--- config.mk ---
export PLATFORM = sky130hd
export DESIGN_NAME = ssf_target_flat
export DESIGN_NICKNAME = d
export VERILOG_FILES = /design/src/rtl/ssf_pkg.sv /design/src/rtl/ssf_link_if.sv /design/src/rtl/ssf_target.sv /design/src/flat_wrapper.sv
export SDC_FILE = /design/constraint.sdc
export NUM_CORES = 1
export LEC_CHECK = 0
export ABC_AREA = 1
export BUFFER_PORTS_ARGS = -buffer_cell sky130_fd_sc_hd__buf_2
export CAP_MARGIN = 15
export CORE_MARGIN = 2
export CORE_UTILIZATION = 47
export CTS_CLUSTER_SIZE = 10
export DETAILED_ROUTE_END_ITERATION = 6
export HOLD_SLACK_MARGIN = 0.06
export PLACE_DENSITY = 0.81
export SKIP_CTS_REPAIR_TIMING = 1
export SLEW_MARGIN = 5
export SYNTH_ARGS = -nofsm -noshare
export SYNTH_HDL_FRONTEND = slang
export SYNTH_SLANG_ARGS = --single-unit
--- constraint.sdc ---
create_clock -name clk_sys -period 1.8 [get_ports clk_sys]
set_input_delay 0.09 -clock clk_sys [delete_from_list [all_inputs] [get_ports clk_sys]]
set_output_delay 0.09 -clock clk_sys [all_outputs]
set_load 0.005 [all_outputs]
--- src/rtl/ssf_pkg.sv ---
//==========================================================================
// Notes on behaviour
// RULE1: data frames always carry at least one byte
// RULE2: payload length is frame bytes minus fill
// RULE3: write data only after transfer-ready or first burst
// RULE4: target bursts limited to nonzero maximum burst size
// RULE5: one write frame serves one transfer-ready only
// RULE6: write fill zero except last frame per grant
// RULE7: read fill zero except final frame of command
// RULE8: no write data after terminating task frame
// RULE9: data offset always a multiple of four
// RULE10: read offsets start zero and run contiguously
// RULE11: write offsets start zero and run contiguously
// RULE12: only the target builds response frames
// RULE13: response payload layout fixed, lengths big-endian
// RULE14: datapres codes none, response, sense, reserved
// RULE15: plain completion uses the no-data code
// RULE16: task frames and transport errors use response code
// RULE17: completion with sense uses the sense code
// RULE18: initiator drops responses with reserved datapres
// RULE19: no-data carries status, both lengths zero
// RULE20: response format: status zero, length four, four bytes
// RULE21: sense format: response length zero, sense 1..1000
// RULE22: fill pads payload to dword, zero to three
package ssf_pkg;
  typedef enum logic [1:0] {
    SSF_DP_NONE = 2'h0,
    SSF_DP_RESP = 2'h1,
    SSF_DP_SENSE = 2'h2,
    SSF_DP_RSVD = 2'h3
  } ssf_dp_t;
  localparam int SSF_RSP_DP_BYTE     = 10;
  localparam int SSF_RSP_STAT_BYTE   = 11;
  localparam int SSF_RSP_SLEN_BYTE   = 16;
  localparam int SSF_RSP_RLEN_BYTE   = 20;
  localparam int SSF_RSP_DATA_BYTE   = 24;
  localparam int SSF_RESP_DATA_LEN   = 4;
  localparam int SSF_SENSE_MAX       = 1000;
  localparam int SSF_RSP_HDR_WORDS   = 6;
  localparam logic [1:0] SSF_RST_FILL = 2'h0;
  localparam logic [31:0] SSF_RST_OFFSET = 32'h0;
  // apb register offsets, initiator side
  localparam logic [7:0] SSF_A_CTRL   = 8'h00; // w: bit0 go, bit1 abort
  localparam logic [7:0] SSF_A_GRANT  = 8'h04; // mapped, writes ignored, reads zero
  localparam logic [7:0] SSF_A_WDATA  = 8'h08; // w: next write word
  localparam logic [7:0] SSF_A_STAT   = 8'h0c; // r: state flags
  localparam logic [7:0] SSF_A_OFFSET = 8'h10; // r: running offset
  localparam logic [7:0] SSF_A_RSP    = 8'h14; // r: last response summary
  localparam logic [7:0] SSF_A_RDATA  = 8'h18; // r: last read word
  localparam logic [7:0] SSF_A_BURST  = 8'h1c; // w: first burst bytes
endpackage : ssf_pkg

--- src/rtl/ssf_link_if.sv ---
`timescale 1ns/10ps
`default_nettype none
// frame channel: one word per valid beat, sof/eof mark frame bounds
interface ssf_link_if;
  // initiator to target
  logic        iValid;
  logic        iSof;
  logic        iEof;
  logic [1:0]  iKind;    // 0 command, 1 write data, 2 task
  logic [31:0] iData;
  logic [31:0] iOffset;
  logic [1:0]  iFill;
  logic        iFirstBurst;
  // target to initiator
  logic        tValid;
  logic        tSof;
  logic        tEof;
  logic [1:0]  tKind;    // 1 read data, 2 transfer ready, 3 response
  logic [31:0] tData;
  logic [31:0] tOffset;
  logic [1:0]  tFill;
  modport target (input iValid, iSof, iEof, iKind, iData, iOffset, iFill,
    iFirstBurst, output tValid, tSof, tEof, tKind, tData, tOffset, tFill);
  modport initiator (output iValid, iSof, iEof, iKind, iData, iOffset,
    iFill, iFirstBurst, input tValid, tSof, tEof, tKind, tData, tOffset,
    tFill);
endinterface : ssf_link_if
`default_nettype wire

--- src/rtl/ssf_target.sv ---
// Our own choices: the register addresses and the APB register port.
`timescale 1ns/10ps
`default_nettype none
module ssf_target #(
  parameter int MAX_BURST = 64 // bytes per grant, 0 means no limit
) (
  // clock and reset
  input  wire logic        clk_sys,
  input  wire logic        srst,
  // link
  ssf_link_if.target       link,
  // user: read data request
  input  wire logic        rdStart,
  input  wire logic [15:0] rdLen,      // bytes, at least one
  input  wire logic [31:0] rdWord,
  // user: completion request
  input  wire logic        cmpStart,
  input  wire logic [1:0]  cmpKind,    // 0 good, 1 sense, 2 error code
  input  wire logic [7:0]  cmpStatus,
  input  wire logic [9:0]  cmpSenseLen,
  input  wire logic [7:0]  cmpRespCode,
  // user: write grant request
  input  wire logic        grStart,
  input  wire logic [15:0] grLen,
  // status
  output logic             busy,
  output logic             wrWordValid,
  output logic [31:0]      wrWord,
  output logic [15:0]      wrBytes
);
  //========================================================================
  // parameter check: the burst limit is a 16-bit byte count of whole dwords
  if (MAX_BURST < 0 || MAX_BURST > 65532 ||
      MAX_BURST % 4 != 0) begin : g_bad_burst
    $error("MAX_BURST must be a multiple of four from 0 to 65532");
  end

  //========================================================================
  // sequencer state and response image
  typedef enum logic [1:0] {
    SSF_T_IDLE = 2'h0, SSF_T_RD = 2'h1, SSF_T_RSP = 2'h3, SSF_T_GR = 2'h2
  } ssf_tst_t;
  ssf_tst_t    state;
  logic [15:0] left;
  logic [31:0] offset;
  logic [3:0]  idx;
  logic [31:0] rspW [0:6];
  logic [2:0]  rspN;
  logic        wrBeat;
  // word positions inside the response image, four bytes per word
  localparam int DP_WORD   = ssf_pkg::SSF_RSP_DP_BYTE / 4;
  localparam int SLEN_WORD = ssf_pkg::SSF_RSP_SLEN_BYTE / 4;
  localparam int RLEN_WORD = ssf_pkg::SSF_RSP_RLEN_BYTE / 4;
  localparam int DATA_WORD = ssf_pkg::SSF_RSP_DATA_BYTE / 4;

  //========================================================================
  // decoders shared by the receive and response paths
  // bytes in one write beat: a whole word unless it closes the frame
  function automatic logic [15:0] beat_bytes(input logic       last,
                                             input logic [1:0] fill);
    beat_bytes = last ? 16'(3'h4 - {1'b0, fill}) : 16'h4;
  endfunction : beat_bytes

  // sense length: the 10-bit request can exceed the largest sense block
  function automatic logic [9:0] sense_len(input logic [9:0] req);
    if (req == 10'h0)
      sense_len = 10'h1;
    else if (req > 10'(ssf_pkg::SSF_SENSE_MAX))
      sense_len = 10'(ssf_pkg::SSF_SENSE_MAX);
    else
      sense_len = req;
  endfunction : sense_len

  //========================================================================
  // write beat decode: command and task frames pass by unseen
  assign wrBeat = link.iValid && link.iKind == 2'h1;

  // write data receive: length from eof minus fill
  always_ff @(posedge clk_sys) begin
    if (srst) begin
      wrWordValid <= 1'b0;
      wrWord <= 32'h0;
      wrBytes <= 16'h0;
    end else begin
      wrWordValid <= wrBeat;
      if (wrBeat) begin
        wrWord <= link.iData;
        if (link.iSof)
          wrBytes <= beat_bytes(link.iEof, link.iFill); // see RULE2
        else
          wrBytes <= wrBytes + beat_bytes(link.iEof, link.iFill); // see RULE22
      end
    end
  end

  //========================================================================
  // response image builder: fixed header words then payload
  always_ff @(posedge clk_sys) begin
    if (srst) begin
      rspN <= 3'h0;
      for (int i = 0; i < 7; i++)
        rspW[i] <= 32'h0;
    end else if (state == SSF_T_IDLE && cmpStart) begin
      for (int i = 0; i < 7; i++)
        rspW[i] <= 32'h0;
      rspN <= 3'(ssf_pkg::SSF_RSP_HDR_WORDS);
      case (cmpKind)
        2'h0: begin // see RULE15
          rspW[DP_WORD] <= {16'h0, 6'h0, ssf_pkg::SSF_DP_NONE,
                            cmpStatus}; // see RULE19
        end
        2'h1: begin // see RULE17
          rspW[DP_WORD] <= {16'h0, 6'h0, ssf_pkg::SSF_DP_SENSE,
                            cmpStatus};
          rspW[SLEN_WORD] <= {22'h0, sense_len(cmpSenseLen)}; // see RULE21
        end
        default: begin // see RULE16
          rspW[DP_WORD] <= {16'h0, 6'h0, ssf_pkg::SSF_DP_RESP,
                            8'h0}; // see RULE20
          rspW[RLEN_WORD] <= 32'(ssf_pkg::SSF_RESP_DATA_LEN); // see RULE13
          rspW[DATA_WORD] <= {24'h0, cmpRespCode};
          rspN <= 3'(ssf_pkg::SSF_RSP_HDR_WORDS + 1);
        end
      endcase
    end
  end

  //========================================================================
  // main sequencer: read data, response, transfer-ready
  always_ff @(posedge clk_sys) begin
    if (srst) begin
      state <= SSF_T_IDLE;
      left <= 16'h0;
      offset <= ssf_pkg::SSF_RST_OFFSET;
      idx <= 4'h0;
      busy <= 1'b0;
      link.tValid <= 1'b0;
      link.tSof <= 1'b0;
      link.tEof <= 1'b0;
      link.tKind <= 2'h0;
      link.tData <= 32'h0;
      link.tOffset <= 32'h0;
      link.tFill <= ssf_pkg::SSF_RST_FILL;
    end else begin
      link.tValid <= 1'b0;
      link.tSof <= 1'b0;
      link.tEof <= 1'b0;
      case (state)
        SSF_T_IDLE: begin
          idx <= 4'h0;
          if (rdStart && rdLen != 16'h0) begin // see RULE1
            state <= SSF_T_RD;
            left <= rdLen;
            offset <= 32'h0; // see RULE10
            busy <= 1'b1;
          end else if (cmpStart) begin // see RULE12
            state <= SSF_T_RSP;
            busy <= 1'b1;
          end else if (grStart && grLen != 16'h0) begin
            state <= SSF_T_GR;
            left <= (MAX_BURST != 0 && grLen > 16'(MAX_BURST)) ?
                    16'(MAX_BURST) : grLen; // see RULE4
            busy <= 1'b1;
          end
        end
        SSF_T_RD: begin
          // one word per frame keeps offsets dword aligned
          link.tValid <= 1'b1;
          link.tSof <= 1'b1;
          link.tEof <= 1'b1;
          link.tKind <= 2'h1;
          link.tData <= rdWord;
          link.tOffset <= offset; // see RULE9
          if (left <= 16'h4) begin
            link.tFill <= 2'(3'h4 - 3'(left)); // see RULE7
            state <= SSF_T_IDLE;
            busy <= 1'b0;
          end else begin
            link.tFill <= 2'h0;
            left <= left - 16'h4;
            offset <= offset + 32'h4; // see RULE10
          end
        end
        SSF_T_RSP: begin
          link.tValid <= 1'b1;
          link.tSof <= idx == 4'h0;
          link.tEof <= idx == 4'(rspN - 3'h1);
          link.tKind <= 2'h3;
          link.tData <= rspW[idx[2:0]];
          link.tOffset <= 32'h0;
          link.tFill <= 2'h0;
          idx <= idx + 4'h1;
          if (idx == 4'(rspN - 3'h1)) begin
            state <= SSF_T_IDLE;
            busy <= 1'b0;
          end
        end
        SSF_T_GR: begin
          // transfer-ready: length word, tOffset always zero
          link.tValid <= 1'b1;
          link.tSof <= 1'b1;
          link.tEof <= 1'b1;
          link.tKind <= 2'h2;
          link.tData <= {16'h0, left};
          link.tOffset <= 32'h0;
          link.tFill <= 2'h0;
          state <= SSF_T_IDLE;
          busy <= 1'b0;
        end
        default: state <= SSF_T_IDLE;
      endcase
    end
  end
endmodule : ssf_target
`default_nettype wire

--- src/flat_wrapper.sv ---
// flat-port wrapper written by rule: the top's interface ports become plain ports
module ssf_target_flat 
#(
  parameter int MAX_BURST = 64                                     
)
  (clk_sys, srst, rdStart, rdLen, rdWord, cmpStart, cmpKind, cmpStatus, cmpSenseLen, cmpRespCode, grStart, grLen, busy, wrWordValid, wrWord, wrBytes, link_iValid, link_iSof, link_iEof, link_iKind, link_iData, link_iOffset, link_iFill, link_iFirstBurst, link_tValid, link_tSof, link_tEof, link_tKind, link_tData, link_tOffset, link_tFill);
  ssf_link_if link_i ();
  input  wire logic clk_sys;
  input  wire logic srst;
  input  wire logic rdStart;
  input  wire logic [15:0] rdLen;
  input  wire logic [31:0] rdWord;
  input  wire logic cmpStart;
  input  wire logic [1:0] cmpKind;
  input  wire logic [7:0] cmpStatus;
  input  wire logic [9:0] cmpSenseLen;
  input  wire logic [7:0] cmpRespCode;
  input  wire logic grStart;
  input  wire logic [15:0] grLen;
  output logic busy;
  output logic wrWordValid;
  output logic [31:0] wrWord;
  output logic [15:0] wrBytes;
  input wire logic [$bits(link_i.iValid)-1:0] link_iValid;
  input wire logic [$bits(link_i.iSof)-1:0] link_iSof;
  input wire logic [$bits(link_i.iEof)-1:0] link_iEof;
  input wire logic [$bits(link_i.iKind)-1:0] link_iKind;
  input wire logic [$bits(link_i.iData)-1:0] link_iData;
  input wire logic [$bits(link_i.iOffset)-1:0] link_iOffset;
  input wire logic [$bits(link_i.iFill)-1:0] link_iFill;
  input wire logic [$bits(link_i.iFirstBurst)-1:0] link_iFirstBurst;
  output wire logic [$bits(link_i.tValid)-1:0] link_tValid;
  output wire logic [$bits(link_i.tSof)-1:0] link_tSof;
  output wire logic [$bits(link_i.tEof)-1:0] link_tEof;
  output wire logic [$bits(link_i.tKind)-1:0] link_tKind;
  output wire logic [$bits(link_i.tData)-1:0] link_tData;
  output wire logic [$bits(link_i.tOffset)-1:0] link_tOffset;
  output wire logic [$bits(link_i.tFill)-1:0] link_tFill;
  assign link_i.iValid = link_iValid;
  assign link_i.iSof = link_iSof;
  assign link_i.iEof = link_iEof;
  assign link_i.iKind = link_iKind;
  assign link_i.iData = link_iData;
  assign link_i.iOffset = link_iOffset;
  assign link_i.iFill = link_iFill;
  assign link_i.iFirstBurst = link_iFirstBurst;
  assign link_tValid = link_i.tValid;
  assign link_tSof = link_i.tSof;
  assign link_tEof = link_i.tEof;
  assign link_tKind = link_i.tKind;
  assign link_tData = link_i.tData;
  assign link_tOffset = link_i.tOffset;
  assign link_tFill = link_i.tFill;
  ssf_target #(.MAX_BURST(MAX_BURST)) u_core (.clk_sys(clk_sys), .srst(srst), .link(link_i), .rdStart(rdStart), .rdLen(rdLen), .rdWord(rdWord), .cmpStart(cmpStart), .cmpKind(cmpKind), .cmpStatus(cmpStatus), .cmpSenseLen(cmpSenseLen), .cmpRespCode(cmpRespCode), .grStart(grStart), .grLen(grLen), .busy(busy), .wrWordValid(wrWordValid), .wrWord(wrWord), .wrBytes(wrBytes));
endmodule
After elaboration in Yosys (flattened, before gate mapping). Memories as Yosys holds them, arrays and structs flattened. A register that Yosys moved wholly into a read port is not among the register bits. Index checks and enable logic that the tools add are counted.

$add $sub $neg: 7. Reductions and logical operators: 21. Muxes and demuxes: 70. Magnitude comparators: 3. Eq/ne operators: 13. Bitwise logic cells: 13.

Operators with widths (count): 10-bit two-way mux (18); 32-bit one-hot mux with 2 select lines (2); 16-bit two-way mux (7); 32-bit one-hot mux with 3 select lines (1); 32-bit two-way mux (2); 32-bit by 3-bit adder with 32-bit output, second input constant (1); 16-bit one-hot mux with 2 select lines (1); 16-bit nonzero test (2); 1-bit two-way mux (24); 16-bit adder (1); 16-bit by 7-bit greater-than comparator with 1-bit output, second input constant (1); 16-bit by 3-bit <= comparator with 1-bit output, second input constant (1); 16-bit by 3-bit subtractor with 16-bit output, second input constant (1); 1-bit OR (13); 2-bit two-way mux (6); 10-bit greater-than comparator, second input constant (1); 10-bit logical NOT (1); 2-bit one-hot mux with 4 select lines (1); 4-bit one-hot mux with 2 select lines (1); 2-bit by 1-bit equality test with 1-bit output, second input constant (3); 3-bit two-way mux (2); 3-bit inequality test, second input constant (2); 2-bit one-hot mux with 3 select lines (1); 3-bit AND reduction (2); other kinds (20) (32).

Memories: 1. Input bits: 169. Bits in writable memories: 70. Register bits after elaboration: 178. Output and inout bits: 121.

Memory list: u_core.rspW (depth 7, width 10, rd ports 1, clocked after Yosys merged registers in 1, wr ports 7, RTL line ssf_target.sv:47) `logic [31:0] rspW [0:6];`.

Longest topological paths before layout. Gate-level depths: netlist of run 1.

Depth in word-level cells: 9. Depth in mapped cells: 16. Mapped depth without buffers: 16.

Least setup slack after synthesis of run 1. No wires, ideal clock.

Path type: register to register. From: register u_core.wrBytes[0]. To: register u_core.wrBytes[10]. Data required time: 1.690 ns. Arrival: 1.767 ns. Stages on the path, launching flop included: 14. Clock period less this slack: 1.876 ns. Setup slack: -0.076 ns. Setup time: 0.110 ns. Cell sequence: dfxtp_1 ha_1 inv_1 fa_1 inv_1 nand2_1 nand2_1 nand3_1 nor2_1 nand2_1 nor3_1 nand3_1 nand2_1 nor2_1.

Longest elaborated chain between the ends: 2.

Ends and longest elaborated chain: start: declaration (RTL line ssf_target.sv:29) `output logic [15:0] wrBytes`; start signal: assignment (RTL line ssf_target.sv:89) `wrBytes <= beat_bytes(link.iEof, link.iFill);`; start signal: assignment (RTL line ssf_target.sv:91) `wrBytes <= wrBytes + beat_bytes(link.iEof, link.iFill);`; 16-bit adder (RTL line ssf_target.sv:91); 16-bit two-way mux (RTL line ssf_target.sv:88) `if (link.iSof)`.

Every way passes these cells. A chain may end at the register's enable or synchronous reset.

Worst setup path in the final report of run 1. Ends and elaborated chain as after synthesis.

==> flow_summary.ini, run 1 <==
[logic_synthesis]
synthXorXnorAreaFrac_pct = 1.320
syn_area_per_cell_um2 = 6.872
synth_warnings = 0
yosysTopAreaCell = dfxtp_1
synth-compound-area-share_pct = 13.76
synthMuxAreaShare_pct = 0
syn-cell-area_um2 = 9951
syn_inst = 1448
ys_seq_area_share_pct = 41.85
synth.distinct_cells = 49
synth_top_family_by_area = simple AND/OR/NAND/NOR gates
yosysTopAreaCellShare_pct = 39.43
synth.area.top_cells = dfxtp_1 (39%), nand2_1 (14%), nor2_1 (10%), a21oi_1 (5.7%), o21ai_0 (4.4%)
synthSimpleGateAreaFrac_pct = 32.81
synth_fa_ha_area_share_pct = 2.464
synth_seq_cells = 204

[worst_setup_path]
path_class = reg2reg
path_max_fanout = 4
r2r_end = u_core.wrBytes[10]
critPathMostFrequentCell = nand2_1
crit_arrival_ps = 2350
crit_path_top_delay_cell = dfxtp_2
required_ps = 2240
rr_startpoint = u_core.wrBytes[0]
critPathCaptureType = flip-flop
r2r_setup_slack_ps = -110
rr_worst_depth = 14
crit_path_start_kind = flip-flop
cpPeakStageDelay_ps = 350
worstPathCellList = ha_4, inv_2, fa_2, inv_2, nand2_1, nand2_1, nand3_2, nor2_2, nand2_2, nor3_4, nand2_1, nand2_1, inv_1, nor2_1

[timing]
post-route-min-period_ps = 1912
period_share_pct = 106.2
setup_violations = 3
grt_setup_unrepaired = true
fin_worst_skew_ps = 17.71
relSlewSlack_pct = 59.69
finalHoldViolations = 0
setup_ws_ps = -111.5
tightest_slew_ps = 604.7
final-max-slew-violation-count = 0
fmax_mhz = 523.1
timing.hold.ws_ps = 5.025

[detailed_routing]
viasPerCell = 5.268
route.detailed.wl_per_inst_um = 15.26
drc = 0
dr.pass1.iters = 7
vias = 11140
final_antenna_net_count = 0
drt-initial-drc-count = 814
routed_wl_um = 32280

[die]
dieArea_um2 = 22350
core_um2 = 20890
die_w_um = 149.5
start_util_pct = 47.64
die_h_um = 149.5
rows = 53
io_pins = 290

[clocking]
htree_levels = 1
cts_sinks = 204
cts_buffer_depth = 3
cts_buffers = 24
cts.reportedPaths.clkPinSlew_ps = 50
clock_latency_ps = 520
root_buffer = clkbuf_16
cts_tree = done

[finish]
finalNetCount = 2021
final_common_cell = nand2_1
syn_to_final_growth_pct = 37.90
layout-drive-gt1-share_pct = 23.87
finalInstanceArea_um2 = 13720
mostFrequentLayoutCells = nand2_1 (356), nor2_1 (256), buf_2 (254)

[outcome]
violations = setup timing
outcome = finished, violations left

[power_and_ir_drop]
p_leak_nw = 6.122
fin_total_pwr_mw = 15.72
powerDensity_nw_per_um2 = 1145
max-vdd-ir-drop_mv = 0.6066

[global_routing]
antenna_found_initial = 1
grt_pass1_wl_um = 45040
grt-ovfl-total = 0
grt_use_total_pct = 24.40
grt_pass1_vias = 9320
grt_max_degree = 55

[worst_hold_path]
min_path_cells = 3
hp-start = rdWord[2]
hold_end = u_core.link.tData[2]
hold_path_class = in2reg

[place]
dpl.hpwl_um = 20390
gp_congestion = 0.9418
dpl-instance-area_um2 = 11710
io_buffer_count = 254

[run]
max_cap_violations = 0
==> critical path, delay by kind of cell (launching register included) <==
kind	cells	cell delay [ps]
simple gates	9	870
flops	1	350
fa+ha+maj	2	490
buf+inv	3	140
==> layout make-up <==
type / count / area, um2
well taps: 275 / 344.1
flip-flops and latches: 204 / 4173
clock buffers: 32 / 661.9
repair buffers: 422 / 2898
inverters: 118 / 455.4
multi-input cells: 1063 / 5187
diodes: 1 / 2.502
fillers: 1712 / 7167
==> report_power, final <==
| part | total (mW) | switching (mW) | internal, mW | leakage, nW |
|---|---|---|---|---|
| sequential | 5.59 | 0.422 | 5.17 | 1.69 |
| combinational | 5.83 | 3.54 | 2.30 | 4.11 |
| clock | 4.29 | 1.78 | 2.51 | 0.322 |
| total | 15.7 | 5.74 | 9.98 | 6.12 |
==> how the worst max path moves through the flow <==
stage / to / depth (start not counted) / from / slack, ps
2_1_floorplan: u_core.wrBytes[12] / 13 / u_core.wrBytes[0] / -10
3_3_place_gp: u_core.wrBytes[12] / 15 / link_iFill[0] / -190
3_5_place_dp: u_core.wrBytes[12] / 16 / link_iFill[0] / -250
4_1_cts: u_core.wrBytes[12] / 14 / u_core.wrBytes[0] / -200
5_1_grt: u_core.wrBytes[10] / 13 / u_core.wrBytes[0] / -250
6_report: u_core.wrBytes[10] / 14 / u_core.wrBytes[0] / -110
==> synth_stat cells (all sizes together) <==
cell type / n
nand2: 373
nor2: 286
dfxtp: 196
a21oi: 114
inv: 114
o21ai: 95
nand3: 87
clkbuf: 40
buf: 25
ha: 18
nor3: 13
a31oi: 12
a22oi: 10
xnor2: 9
edfxtp: 8
nand4: 8
a32o: 7
xor2: 6
clkinv: 4
nand3b: 4
o21bai: 4
a41oi: 2
nor3b: 2
a211oi: 1
a21boi: 1
a22o: 1
and2: 1
conb: 1
fa: 1
nor4: 1
o2111ai: 1
o211ai: 1
o221a: 1
or2: 1
==> metal layers <==
metal	GRT usage [%]	part of all wire, %
met2	40.32	47
met4	7.286	3.8
met1	33.02	42
met5	0	0
met3	3.689	7.9
==> metrics by stage <==
step,setup TNS (ps),cells,util (%),worst slack (ps)
2_1_floorplan,-10.36,1449,-,-10.36
3_3_place_gp,-670.1,1967,56.03,-186.6
3_5_place_dp,-1231,1967,56.03,-252.7
4_1_cts,-500.1,1999,59.20,-195.2
5_1_grt,-1006,2115,65.69,-252.6
6_report,-231.1,2115,65.69,-111.5
==> kinds of logic (layout without fill, tap and decap cells) <==
family	count (synthesis)	count (layout)
other cells	1	3
simple gates	776	777
flops	204	204
buf+inv	183	572
compound gates	250	250
fa+ha+maj	19	19
xor+xnor	15	15
==> registers in the layout, summed over array words and instances, names as in the netlist, named ones only <==
signal and cells:
u_core.link.tSof 1, u_core.link.tKind 2, u_core.wrWordValid 1, u_core.wrWord 32, u_core.idx 4, u_core.busy 1
u_core.link.tEof 1, u_core.rspN 2, u_core.state 2, u_core.link.tOffset 30, u_core.wrBytes 16, u_core.offset 30
u_core.link.tData 32, u_core.left 16, u_core.link.tValid 1, u_core.link.tFill 2, u_core.rspW 28
Note: power is estimated with default switching activity, not from simulation.
==> inputs of run 2 (changes only) <==
--- a/config.mk
+++ b/config.mk
@@ -6,7 +6,7 @@
 export NUM_CORES = 1
 export LEC_CHECK = 0
 export ABC_AREA = 1
-export BUFFER_PORTS_ARGS = -buffer_cell sky130_fd_sc_hd__buf_2
+export BUFFER_PORTS_ARGS = -buffer_cell sky130_fd_sc_hd__buf_4
 export CAP_MARGIN = 15
 export CORE_MARGIN = 2
 export CORE_UTILIZATION = 47
@@ -15,7 +15,7 @@
 export HOLD_SLACK_MARGIN = 0.06
 export PLACE_DENSITY = 0.81
 export SKIP_CTS_REPAIR_TIMING = 1
-export SLEW_MARGIN = 5
+export SLEW_MARGIN = 15
 export SYNTH_ARGS = -nofsm -noshare
 export SYNTH_HDL_FRONTEND = slang
 export SYNTH_SLANG_ARGS = --single-unit
==> flow_summary.ini, run 2 (synthesis results as in run 1) <==
[timing]
finalHoldViolations = 2
post-route-min-period_ps = 1982
final-max-slew-violation-count = 0
fin_worst_skew_ps = 15.47
setup_violations = 3
timing.hold.ws_ps = -27.11
setup_ws_ps = -181.9
period_share_pct = 110.1
fmax_mhz = 504.6
grt_setup_unrepaired = true

[power_and_ir_drop]
max-vdd-ir-drop_mv = 0.7082
p_int_mw = 10.25
fin_total_pwr_mw = 15.94
p_leak_nw = 6.227
swShare_pct = 35.73
p_clk_share_pct = 27.2
p_sw_mw = 5.696
p_comb_share_pct = 37.4
powerDensity_nw_per_um2 = 1114
sequentialPowerShare_pct = 35.4

[worst_setup_path]
path_class = reg2reg
crit_path_top_delay_cell = fa_2
startpoint = u_core.wrBytes[0]
critPathMostFrequentCell = nand2_1
rr_startpoint = u_core.wrBytes[0]
crit_path_start_kind = flip-flop
path_max_fanout = 4
cpPeakStageDelay_ps = 410
required_ps = 2240
critPathCaptureType = flip-flop
worstPathCellList = ha_4, inv_2, fa_2, inv_2, nand2_1, nand2_1, nand3_2, nor2_2, nand2_2, nor3_4, nand2_1, nand2_1, inv_1, nor2_1
rr_worst_depth = 14
crit_arrival_ps = 2430

[clocking]
cts_buffer_depth = 3
root_buffer = clkbuf_16
htree_levels = 1
clock_latency_ps = 520
cts_tree = done
cts_buffers = 24
cts.reportedPaths.clkPinSlew_ps = 50
cts_sinks = 204

[global_routing]
grt_use_total_pct = 24.87
grt_pass1_vias = 9356
antenna_found_initial = 1
grt_max_degree = 57
grt_pass1_wl_um = 45730
grt-ovfl-total = 0

[detailed_routing]
viasPerCell = 5.211
vias = 11010
routed_wl_um = 32330
drc = 0
dr.pass1.iters = 5
route.detailed.wl_per_inst_um = 15.30
drt-initial-drc-count = 835
final_antenna_net_count = 0

[place]
dpl.hpwl_um = 21010
dpl.cell_count = 1965
io_buffer_count = 254
gp_congestion = 0.9328
dpl-instance-area_um2 = 12340

[worst_hold_path]
hold_path_class = in2reg
hp-start = rdLen[15]
min_path_cells = 5

[finish]
finalNetCount = 2018
seqCellArea_um2 = 4177
nFillCells = 1590
instances_no_fill = 2113
final_common_cell = nand2_1
layout-drive-gt1-share_pct = 23.68
reg.largest.list = u_core.link.tData x32, u_core.wrWord x32
fin_util_pct = 68.53
multi_input_area_um2 = 5129
mostFrequentLayoutCells = nand2_1 (359), buf_4 (306), nor2_1 (257)
finalInstanceArea_um2 = 14320
syn_to_final_growth_pct = 43.86

[die]
die_w_um = 149.5
dieArea_um2 = 22350
io_pins = 290
start_util_pct = 47.64
die_h_um = 149.5
rows = 53
core_um2 = 20890

[outcome]
outcome = finished, violations left
violations = hold timing, setup timing

[run]
max_cap_violations = 0
[run 2: changes by cell type in the layout (fill, tap and decap cells not counted), moves of 3 or more]
cell / before / now
buf_2: 254 / 0
buf_4: 55 / 306
nand2_4: 5 / 1
dfxtp_1: 189 / 186
dfxtp_2: 7 / 10
ha_1: 11 / 14
nand2_1: 356 / 359
[run 2: power by group through the flow]
stage          registers (mW)  clock network [mW]  logic, mW
2_1_floorplan            5.61                   0       3.22
3_3_place_gp             5.67                   0       4.95
3_5_place_dp             5.69                   0       5.10
4_1_cts                  5.60                4.41       5.13
5_1_grt                  5.69                4.59       6.51
6_report                 5.64                4.34       5.96
[run 2: stage by stage]
stage                     worst slack (ps)  setup TNS, ps
after global routing                -320.9         -913.9
after floorplan                     -10.36         -10.36
final                               -181.9         -363.1
after CTS                           -173.7         -464.1
after global placement              -166.4         -530.0
after detailed placement            -251.0          -1158
[run 2: path summary, 6_finish.rpt]
check | to | slack [ps]
max | u_core.wrBytes[10] | -180
min | u_core.left[15] | -30
max reg2reg | u_core.wrBytes[10] | -180
min reg2reg | u_core.link.tData[29] | 460
[run 2: area by class of cell]
class / count / area share (%)
multi-input combinational: 1062 / 35.83
sequential: 204 / 29.18
timing repair buffer: 420 / 24.71
clock buffer: 33 / 4.720
inverter: 118 / 3.147
tap: 275 / 2.404
antenna: 1 / 0.01748
[run 2: worst max-delay path: cells and delay by family, from the launching register on]
| kind | cells | cell delay (ps) |
|---|---|---|
| AND/OR/NAND/NOR | 9 | 840 |
| adder cells (fa/ha/maj) | 2 | 540 |
| flip-flops | 1 | 350 |
| buffers and inverters | 3 | 180 |
[run 2: layer usage]
metal | vias to the layer above | global-route usage, % | share of wire, %
met1 | 5022 | 33.56 | 42
met4 | 0 | 7.429 | 3.1
met3 | 79 | 3.659 | 7.2
met5 | - | 0 | 0
met2 | 488 | 41.26 | 48
li1 | 5421 | - | -
